## src/pmcd_pkg.sv

```systemverilog
/*
 * Package for the power mode and clock divider block: register map,
 * control field positions, reset values, timing counts and carriers.
 * Assumes a single 10 MHz reference clock and a synchronous reset.
 */
`default_nettype none

package pmcd_pkg;

    // Register offsets
    localparam logic [7:0] PMCD_POWER_CONTROL_ADDR        = 8'h87;
    localparam logic [7:0] PMCD_SYSTEM_CLOCK_DIVIDER_ADDR = 8'h97;
    localparam logic [7:0] PMCD_WAKE_ENABLE_ADDR          = 8'h98;

    // Power control fields
    localparam int PMCD_BIT_SLEEP      = 0;
    localparam int PMCD_BIT_PDOWN      = 1;
    localparam int PMCD_BIT_GF0        = 2;
    localparam int PMCD_BIT_GF1        = 3;
    localparam int PMCD_BIT_POWER_ON   = 4;
    localparam int PMCD_BIT_LOW_VOLT   = 5;
    localparam int PMCD_BIT_FRAME_SEL  = 6;
    localparam int PMCD_BIT_BAUD_DBL   = 7;

    // Wake enable fields
    localparam int PMCD_BIT_PCA_IDLE_RUN = 0;

    // Reset values
    localparam logic [7:0] PMCD_POWER_CONTROL_RESET = 8'h10;
    localparam logic [2:0] PMCD_DIVIDE_RESET        = 3'h0;
    localparam logic [7:0] PMCD_WAKE_ENABLE_RESET   = 8'h00;

    // Timing
    localparam int PMCD_CLOCK_HZ         = 10_000_000;
    localparam int PMCD_WAKE_OSC_CLOCKS  = 32768;
    localparam int PMCD_IDLE_RESET_OSC   = 24;
    localparam int PMCD_IDLE_RESET_CYC   = (PMCD_IDLE_RESET_OSC < 1) ? 1 : PMCD_IDLE_RESET_OSC;
    localparam int PMCD_DIV_MAX_CODE     = 7;

    // Wake pin bundle
    typedef struct packed {
        logic external_interrupt_a;
        logic external_interrupt_b;
        logic timer_a_input_pin;
        logic timer_b_input_pin;
        logic serial_receive;
        logic capture_input_a;
        logic capture_input_b;
        logic voltage_detect_pin;
    } pmcd_wake_pins_s;

    // Clock gate outputs
    typedef struct packed {
        logic cpu_clk_en;
        logic periph_clk_en;
        logic pca_clk_en;
        logic ext_int_active;
    } pmcd_gates_s;

    typedef enum logic [1:0] {
        PMCD_RUN,
        PMCD_IDLE,
        PMCD_PDOWN,
        PMCD_WAKING
    } pmcd_mode_e;

endpackage

`default_nettype wire

```

## src/pmcd_power_mode_clock_divider.sv

```systemverilog
/*
 * Power mode control and system clock divider.
 * Registers reached over a plain strobe port; read data one cycle later.
 * Pin inputs are asynchronous and pass two flops before use.
 * Divided clock is delivered as a one-cycle enable on the reference clock.
 */
`timescale 1ns/1ps
`default_nettype none

module pmcd_power_mode_clock_divider
    import pmcd_pkg::*;
#(
    parameter int WAKE_CLOCKS = PMCD_WAKE_OSC_CLOCKS
) (
    input  wire logic            ref_clk,
    input  wire logic            rst,
    input  wire logic [7:0]      reg_addr,
    input  wire logic [7:0]      reg_wdata,
    input  wire logic            reg_wr,
    input  wire logic            reg_rd,
    output logic      [7:0]      reg_rdata,
    input  wire pmcd_wake_pins_s wake_pins,
    input  wire logic            timer_a_irq,
    input  wire logic            timer_b_irq,
    input  wire logic            uart_irq,
    input  wire logic            enabled_irq,
    input  wire logic            low_voltage_detect,
    input  wire logic            power_on_event,
    output logic                 sys_clk_en,
    output pmcd_gates_s          gates,
    output logic                 uart_baud_doubler,
    output logic                 frame_error_select,
    output logic                 idle_reset_done,
    output pmcd_mode_e           mode
);

    localparam logic [15:0] WAKE_LAST = 16'(WAKE_CLOCKS - 1);
    localparam logic [4:0]  IDLE_RST_LAST = 5'(PMCD_IDLE_RESET_CYC - 1);

    // Two-flop synchronisers for all asynchronous inputs
    localparam int NSYNC = 10;
    logic [NSYNC-1:0] async_in;
    logic [NSYNC-1:0] sync_a_reg;
    logic [NSYNC-1:0] sync_b_reg;
    assign async_in = {wake_pins, low_voltage_detect, power_on_event};
    // Pins idle high, detector levels idle low, so leaving reset sets no flag
    localparam logic [NSYNC-1:0] SYNC_IDLE = 10'h3FC;

    genvar gi;
    generate
        for (gi = 0; gi < NSYNC; gi++) begin : g_sync
            always_ff @(posedge ref_clk) begin
                if (rst) begin
                    sync_a_reg[gi] <= SYNC_IDLE[gi];
                    sync_b_reg[gi] <= SYNC_IDLE[gi];
                end else begin
                    sync_a_reg[gi] <= async_in[gi];
                    sync_b_reg[gi] <= sync_a_reg[gi];
                end
            end
        end
    endgenerate

    logic [7:0] pins_s;
    logic       lvd_s;
    logic       pon_s;
    logic [7:0] pins_prev_reg;
    logic       pin_activity;
    assign pins_s = sync_b_reg[NSYNC-1:2];
    assign lvd_s  = sync_b_reg[1];
    assign pon_s  = sync_b_reg[0];

    always_ff @(posedge ref_clk) begin
        if (rst) begin
            pins_prev_reg <= 8'hFF;
        end else begin
            pins_prev_reg <= pins_s;
        end
    end

    // Falling edge on any wake pin
    assign pin_activity = |(pins_prev_reg & ~pins_s);

    // Registers
    logic [7:0] power_control_reg;
    logic [2:0] divide_select_reg;
    logic [7:0] wake_cfg_reg;
    logic       wr_power_control;
    logic       clear_sleep;
    logic       clear_pdown;
    pmcd_mode_e mode_reg;
    logic [15:0] wake_cnt_reg;

    assign wr_power_control = reg_wr && (reg_addr == PMCD_POWER_CONTROL_ADDR);

    logic idle_wake;
    assign idle_wake = (mode_reg == PMCD_IDLE) &&
                       (enabled_irq || timer_a_irq || timer_b_irq || uart_irq ||
                        |(pins_prev_reg[7:3] & ~pins_s[7:3]));
    assign clear_sleep = idle_wake;
    assign clear_pdown = (mode_reg == PMCD_WAKING) && (wake_cnt_reg == WAKE_LAST);

    // Power control: software bits, hardware flags with set over clear
    always_ff @(posedge ref_clk) begin
        if (rst) begin
            power_control_reg <= PMCD_POWER_CONTROL_RESET;
        end else begin
            if (wr_power_control) begin
                power_control_reg <= reg_wdata;
            end
            if (lvd_s) begin
                power_control_reg[PMCD_BIT_LOW_VOLT] <= 1'b1;
            end else if (wr_power_control) begin
                power_control_reg[PMCD_BIT_LOW_VOLT] <= reg_wdata[PMCD_BIT_LOW_VOLT] & power_control_reg[PMCD_BIT_LOW_VOLT];
            end
            if (pon_s) begin
                power_control_reg[PMCD_BIT_POWER_ON] <= 1'b1;
            end else if (wr_power_control) begin
                power_control_reg[PMCD_BIT_POWER_ON] <= reg_wdata[PMCD_BIT_POWER_ON] & power_control_reg[PMCD_BIT_POWER_ON];
            end
            if (clear_sleep && !wr_power_control) begin
                power_control_reg[PMCD_BIT_SLEEP] <= 1'b0;
            end
            if (clear_pdown && !wr_power_control) begin
                power_control_reg[PMCD_BIT_PDOWN] <= 1'b0;
            end
        end
    end

    always_ff @(posedge ref_clk) begin
        if (rst) begin
            divide_select_reg <= PMCD_DIVIDE_RESET;
            wake_cfg_reg      <= PMCD_WAKE_ENABLE_RESET;
        end else if (reg_wr && reg_addr == PMCD_SYSTEM_CLOCK_DIVIDER_ADDR) begin
            divide_select_reg <= reg_wdata[2:0];
        end else if (reg_wr && reg_addr == PMCD_WAKE_ENABLE_ADDR) begin
            wake_cfg_reg <= reg_wdata;
        end
    end

    // Read port, unmapped reads as zero
    always_ff @(posedge ref_clk) begin
        if (rst) begin
            reg_rdata <= 8'h00;
        end else if (reg_rd) begin
            unique case (reg_addr)
                PMCD_POWER_CONTROL_ADDR:        reg_rdata <= power_control_reg;
                PMCD_SYSTEM_CLOCK_DIVIDER_ADDR: reg_rdata <= {5'h00, divide_select_reg};
                PMCD_WAKE_ENABLE_ADDR:          reg_rdata <= wake_cfg_reg;
                default:                        reg_rdata <= 8'h00;
            endcase
        end else begin
            reg_rdata <= 8'h00;
        end
    end

    // Divider: live code only reloads at period end, so no short pulse
    logic [6:0] div_cnt_reg;
    logic [2:0] div_active_reg;
    logic [6:0] div_last;
    logic       div_tick;
    assign div_last = 7'((8'd1 << div_active_reg) - 8'd1);
    assign div_tick = (div_cnt_reg >= div_last);

    always_ff @(posedge ref_clk) begin
        if (rst) begin
            div_cnt_reg    <= 7'h00;
            div_active_reg <= PMCD_DIVIDE_RESET;
        end else if (mode_reg == PMCD_PDOWN || mode_reg == PMCD_WAKING) begin
            div_cnt_reg <= 7'h00;
        end else if (div_tick) begin
            div_cnt_reg    <= 7'h00;
            div_active_reg <= divide_select_reg;
        end else begin
            div_cnt_reg <= div_cnt_reg + 7'h01;
        end
    end

    // Mode sequencer
    always_ff @(posedge ref_clk) begin
        if (rst) begin
            mode_reg     <= PMCD_RUN;
            wake_cnt_reg <= 16'h0000;
        end else begin
            unique case (mode_reg)
                PMCD_RUN: begin
                    if (power_control_reg[PMCD_BIT_PDOWN]) begin
                        mode_reg <= PMCD_PDOWN;
                    end else if (power_control_reg[PMCD_BIT_SLEEP]) begin
                        mode_reg <= PMCD_IDLE;
                    end
                end
                PMCD_IDLE: begin
                    if (idle_wake) begin
                        mode_reg <= PMCD_RUN;
                    end
                end
                PMCD_PDOWN: begin
                    wake_cnt_reg <= 16'h0000;
                    if (pin_activity) begin
                        mode_reg <= PMCD_WAKING;
                    end
                end
                PMCD_WAKING: begin
                    if (wake_cnt_reg == WAKE_LAST) begin
                        mode_reg <= PMCD_RUN;
                    end else begin
                        wake_cnt_reg <= wake_cnt_reg + 16'h0001;
                    end
                end
            endcase
        end
    end

    // Reset held 24 cycles during idle completes it
    logic [4:0] idle_rst_cnt_reg;
    logic       was_idle_reg;
    always_ff @(posedge ref_clk) begin
        if (rst && was_idle_reg) begin
            if (idle_rst_cnt_reg != IDLE_RST_LAST) begin
                idle_rst_cnt_reg <= idle_rst_cnt_reg + 5'h01;
            end
        end else begin
            idle_rst_cnt_reg <= 5'h00;
        end
    end
    always_ff @(posedge ref_clk) begin
        if (!rst) begin
            was_idle_reg <= (mode_reg == PMCD_IDLE);
        end else if (idle_rst_cnt_reg == IDLE_RST_LAST) begin
            was_idle_reg <= 1'b0;
        end
    end
    assign idle_reset_done = rst && was_idle_reg && (idle_rst_cnt_reg == IDLE_RST_LAST);

    // Clock gates; port levels hold because the CPU clock stops
    always_comb begin
        sys_clk_en          = div_tick && (mode_reg != PMCD_PDOWN) && (mode_reg != PMCD_WAKING);
        gates.cpu_clk_en    = sys_clk_en && (mode_reg == PMCD_RUN) &&
                              !power_control_reg[PMCD_BIT_SLEEP] && !power_control_reg[PMCD_BIT_PDOWN];
        gates.periph_clk_en = sys_clk_en;
        gates.pca_clk_en    = sys_clk_en && ((mode_reg != PMCD_IDLE) ||
                              wake_cfg_reg[PMCD_BIT_PCA_IDLE_RUN]);
        gates.ext_int_active = 1'b1;
    end

    assign uart_baud_doubler  = power_control_reg[PMCD_BIT_BAUD_DBL];
    assign frame_error_select = power_control_reg[PMCD_BIT_FRAME_SEL];
    assign mode               = mode_reg;
endmodule

`default_nettype wire

```

## config.mk

```make
export PLATFORM = sky130hd
export DESIGN_NAME = pmcd_power_mode_clock_divider
export DESIGN_NICKNAME = d
export VERILOG_FILES = /design/src/pmcd_pkg.sv /design/src/pmcd_power_mode_clock_divider.sv
export SDC_FILE = /design/constraint.sdc
export NUM_CORES = 1
export LEC_CHECK = 0
export BUFFER_PORTS_ARGS = -buffer_cell sky130_fd_sc_hd__buf_4
export CAP_MARGIN = 20
export CELL_PAD_IN_SITES_DETAIL_PLACEMENT = 0
export CELL_PAD_IN_SITES_GLOBAL_PLACEMENT = 1
export CORE_ASPECT_RATIO = 0.8
export CORE_MARGIN = 2
export CORE_UTILIZATION = 45
export CTS_CLUSTER_SIZE = 10
export DETAILED_ROUTE_END_ITERATION = 10
export GPL_TIMING_DRIVEN = 0
export PLACE_DENSITY_LB_ADDON = 0.12
export SLEW_MARGIN = 30
export SYNTH_ARGS = -nofsm -noshare
export SYNTH_HDL_FRONTEND = slang
export SYNTH_SLANG_ARGS = --single-unit
```

## constraint.sdc

```tcl
create_clock -name ref_clk -period 6.34 [get_ports ref_clk]
set_input_delay 0.634 -clock ref_clk [delete_from_list [all_inputs] [get_ports ref_clk]]
set_output_delay 0.634 -clock ref_clk [all_outputs]
set_load 0.005 [all_outputs]
```

* Yosys cells after proc, flatten, opt, wreduce, memory -nomap -nowiden
Cells that the tools add are included.
** Operators by class
- Add/subtract/negate cells :: 4
- $mul :: 0
- Div/mod/pow operators :: 0
- $lt $le $gt $ge :: 1
- Equal/unequal tests :: 18
- Shift-type cells :: 1
- Muxes and demuxes :: 14
- Bitwise logic cells :: 9
- Reduce and logical (&&, ||, !) cells :: 38
** Operators by type and width (count)
- $pmux 16 s2 :: 1
- $eq 8x8->1 const B :: 3
- $pmux 8 s3 :: 1
- $add 16x1->16 const B :: 1
- $eq 16x15->1 const B :: 1
- $mux 16 :: 1
- $logic_and 1x1->1 :: 15
- $mux 2 :: 5
- $ne 2x2->1 const B :: 5
- $and 8x8->8 :: 1
- $not 8->8 :: 1
- $pmux 2 s4 :: 1
- $reduce_or 2->1 :: 4
- $reduce_or 8->1 :: 1
- $add 7x1->7 const B :: 1
- $ge 7x7->1 :: 1
- $shl 1x3->7 const A :: 1
- $sub 7x1->7 const B :: 1
- $logic_or 1x1->1 :: 6
- $ne 2x1->1 const B :: 3
- $reduce_and 2->1 :: 3
- $add 5x1->5 const B :: 1
- $and 5x5->5 :: 1
- $eq 5x5->1 const B :: 1
- other kinds (14) :: 25
** Storage, ports and cells
- Register bits :: 89
- Bits in latches :: 0
- Memory bits (writable) :: 0
- Bits in read-only memories :: 0
- Input bits :: 34
- Output and inout port bits :: 18
- Logic and storage cells :: 120
- Memories :: 0

* Depth between registers and ports, before layout
- Word-level depth :: 8
- Depth in mapped cells :: 14
- Depth with buffers taken out :: 12

* Least setup slack after synthesis
Ideal clock, no wire load.
- Kind :: register to output
- Start point :: register div_active_reg[0]
- End point :: output port gates[1] (netlist name)
- Arrival time :: 2.683 ns
- Path slack :: 3.023 ns
- Cell stages (with the launch flop) :: 15
- Path buffers :: 3
- Cells stage by stage :: dfxtp_1 > clkbuf_1 > or3_1 > ha_1 > buf_1 > xor2_1 > nor2_1 > a21oi_1 > ha_1 > nand4_1 > and3_1 > o21ai_1 > and2_1 > clkbuf_1 > o21a_1
** RTL lines
- start, declared :: RTL line pmcd_power_mode_clock_divider.sv:159 : logic [2:0] div_active_reg;
- start signal, assigned :: RTL line pmcd_power_mode_clock_divider.sv:173 : div_active_reg <= divide_select_reg;
- end, declared :: RTL line pmcd_power_mode_clock_divider.sv:30 : output pmcd_gates_s gates,

==> impl_metrics.toml <==
[pwr]
internal-power_mw = 0.762
power.total_mw = 1.01
pwr-share-seq = 0.569
swShare = 0.246
power.density_nw_per_um2 = 224
ir_drop_mv = 0.118
p_comb_frac = 0.078
p_sw_mw = 0.248
clock_power_share = 0.353
p_leak_nw = 1.81

[worst_setup_path]
ff2ff_path_depth = 14
crit_required_ps = 5710
worst-path-max-fanout = 7
r2r_end = "div_active_reg[0]"
start_kind = "flop"
cp_data_arrival_time_ps = 3580
r2r_start = "div_active_reg[0]"
path_class = "reg -> out"
rrSetupSlack_ps = 3150
end_kind = "output port"

[floorplan]
die_y_um = 86.3
die_x_um = 107
dieArea_sq_um = 9230
rows = 30
start_util = 0.455
core_sq_um = 8370
num_io_pins = 52

[sta]
tns_ps = 0
min_period_ps = 4220
finalHoldViolCount = 0
relSlewSlack = 0.531
fmax_mhz = 237
skew_ps = 9.53
layout_worst_path_cycle_share = 0.665
setup_viol = 0
worst_pin_slew_ps = 696
slew_violations = 0
rsz0062_at_grt = "false"

[layout]
final_cells = 596
antenna_cells = 0
multiInputGateArea_sq_um = 1870
nFillCells = 785
syn_to_final_growth_pct = 18.1
layout-drive-gt1-share = 0.209
largest_reg_flops = 16
regArea_sq_um = 1790
nNetsFinal = 524

[routing]
num_vias = 3117
drtIter0Drc = 141
drc = 0
wl_per_cell_um = 13.7
via_per_inst = 5.23
drt-total-wl_um = 8150
ant_nets = 0
dr.pass1.iters = 4

[hold_path]
hold_depth = 1
min_from = "sync_a_reg[5]"
hp-class = "reg -> reg"
holdPathEnd = "pins_s[3]"

[global_route]
grt_pass1_wl_um = 13500
grt_use_total = 0.184
grt_pass1_vias = 2861
grt_max_degree = 17
grt-ovfl-total = 0
antenna_found_initial = 0

[clock_tree]
postCtsHoldBufs = 0
ctsLongestPathBuffers = 2
clock_latency_ps = 350
clk_pin_slew_ps = 80
cts.htree.levels = 3
cts_buffers = 9
cts_resized = 0
cts_tree = "done"
cts_sinks = 89
cts_setup_buffers = 0
cts_root_buf = "clkbuf_8"

[logic_synthesis]
syn_area_sq_um = 3810
avgSynthCellArea_sq_um = 9.10
syn_inst = 419
synth_top_cell_area_share = 0.462
synthesis.nets = 464
synth_area_leaders = "dfxtp_1 (46%), nor2_1 (4.9%), or2_2 (3.8%)"
seq_area_frac_synth = 0.470
synth_flop_cell = "dfxtp_1"
async_reset_ff_frac = 0
ys_ff_latch = 89
yosys_warnings = 0
synth.distinct_cells = 62
synth_top_area_cell = "dfxtp_1"
synth_edf_count = 1

[placement]
io_buffers = 49
gp_congestion = 0.857
placedCellCount = 580
dp_hpwl_um = 5900

[flow_run]
drv_cap = 0

[outcome]
status = "complete, no violations"
[cells in the mapped netlist (4+ instances only)]
| library cell | number |
|---|---|
| a21oi_1 | 20 |
| a22oi_1 | 10 |
| and3_1 | 6 |
| clkbuf_1 | 16 |
| dfxtp_1 | 88 |
| ha_1 | 11 |
| inv_1 | 15 |
| mux2_2 | 4 |
| mux2i_1 | 13 |
| nand2_1 | 27 |
| nand3_1 | 22 |
| nand4_1 | 10 |
| nor2_1 | 50 |
| nor2b_1 | 6 |
| nor3_1 | 10 |
| o211ai_1 | 4 |
| o21ai_0 | 7 |
| o31ai_1 | 4 |
| or2_2 | 23 |
| xnor2_1 | 4 |
| xor2_1 | 7 |
[per-layer routing]
layer  part of all wire  track usage
met5                  0            0
met4             0.0058       0.0413
met3              0.048       0.0481
met2               0.46        0.302
met1               0.49        0.247
[power by group through the flow]
stage	combinational, mW	sequential [mW]	clock [mW]
2_1_floorplan	0.0405	0.586	0
3_3_place_gp	0.0784	0.588	0
3_5_place_dp	0.0793	0.588	0
4_1_cts	0.0796	0.575	0.369
5_1_grt	0.0870	0.576	0.393
6_report	0.0783	0.575	0.357
[critical path: stages, from the launching register on]
cell      delay, ps
dfxtp_1         300
clkbuf_1        170
or3_1           430
ha_1            200
buf_1           170
xor2_1          170
nor2_1          100
a21oi_1          60
ha_1            350
nand4_1         100
and3_1          190
o21ai_1         280
and2_1          190
clkbuf_1        240
o21a_1          180
buf_4           110
[worst max path at each step]
stage                            startpoint  endpoint  slack, ps  depth (start not counted)
after global placement    div_active_reg[0]  gates[1]       2540                         15
after detailed placement  div_active_reg[0]  gates[1]       2510                         15
final                     div_active_reg[0]  gates[1]       2120                         15
after global routing      div_active_reg[0]  gates[1]       1790                         15
after floorplan           div_active_reg[0]  gates[1]       3020                         14
after CTS                 div_active_reg[0]  gates[1]       2110                         15
[cell usage in the layout (no fill, tap or decap), types with 3 or more instances in the layout]
master,instances
nand3_1,22
or2_2,23
nor2_1,50
o211ai_1,4
o31ai_1,4
and3_1,6
o21ai_0,7
xor2_1,7
a21oi_1,20
ha_1,11
nand2_1,27
nand4_1,10
buf_4,51
nand2b_1,3
a22oi_1,10
nor2b_1,6
clkbuf_8,10
clkbuf_1,17
nor3b_1,3
inv_1,15
o41ai_1,3
and4_1,3
mux2i_1,13
nor3_1,10
dfxtp_1,88
xnor2_1,4
mux2_2,4
[stage by stage]
step	area, sq um	utilization	hold slack (ps)	worst slack, ps
2_1_floorplan	3810	-	382	3020
4_1_cts	4500	0.538	415	2110
5_1_grt	4500	0.538	432	1790
6_report	4500	0.538	409	2120
3_5_place_dp	4320	0.516	393	2510
3_3_place_gp	4320	0.516	389	2540
[area by class of cell]
class | instances | share of cell area
repair buffers | 49 | 0.0817
multi-input cells | 293 | 0.416
clock inverters | 5 | 0.00862
well taps | 112 | 0.0311
flip-flops and latches | 89 | 0.398
plain buffers | 21 | 0.0197
inverters | 16 | 0.0133
clock buffers | 11 | 0.0314
[logic make-up after synthesis]
logic type      count (synthesis)  share of synthesized area
other cells                     1                   0.000984
fa+ha+maj                      11                     0.0361
simple gates                  181                      0.251
xor+xnor                       11                     0.0253
compound gates                 72                      0.132
flops                          89                      0.470
buf+inv                        37                     0.0391
mux                            17                     0.0459
Note: power is estimated with default switching activity, not from simulation.
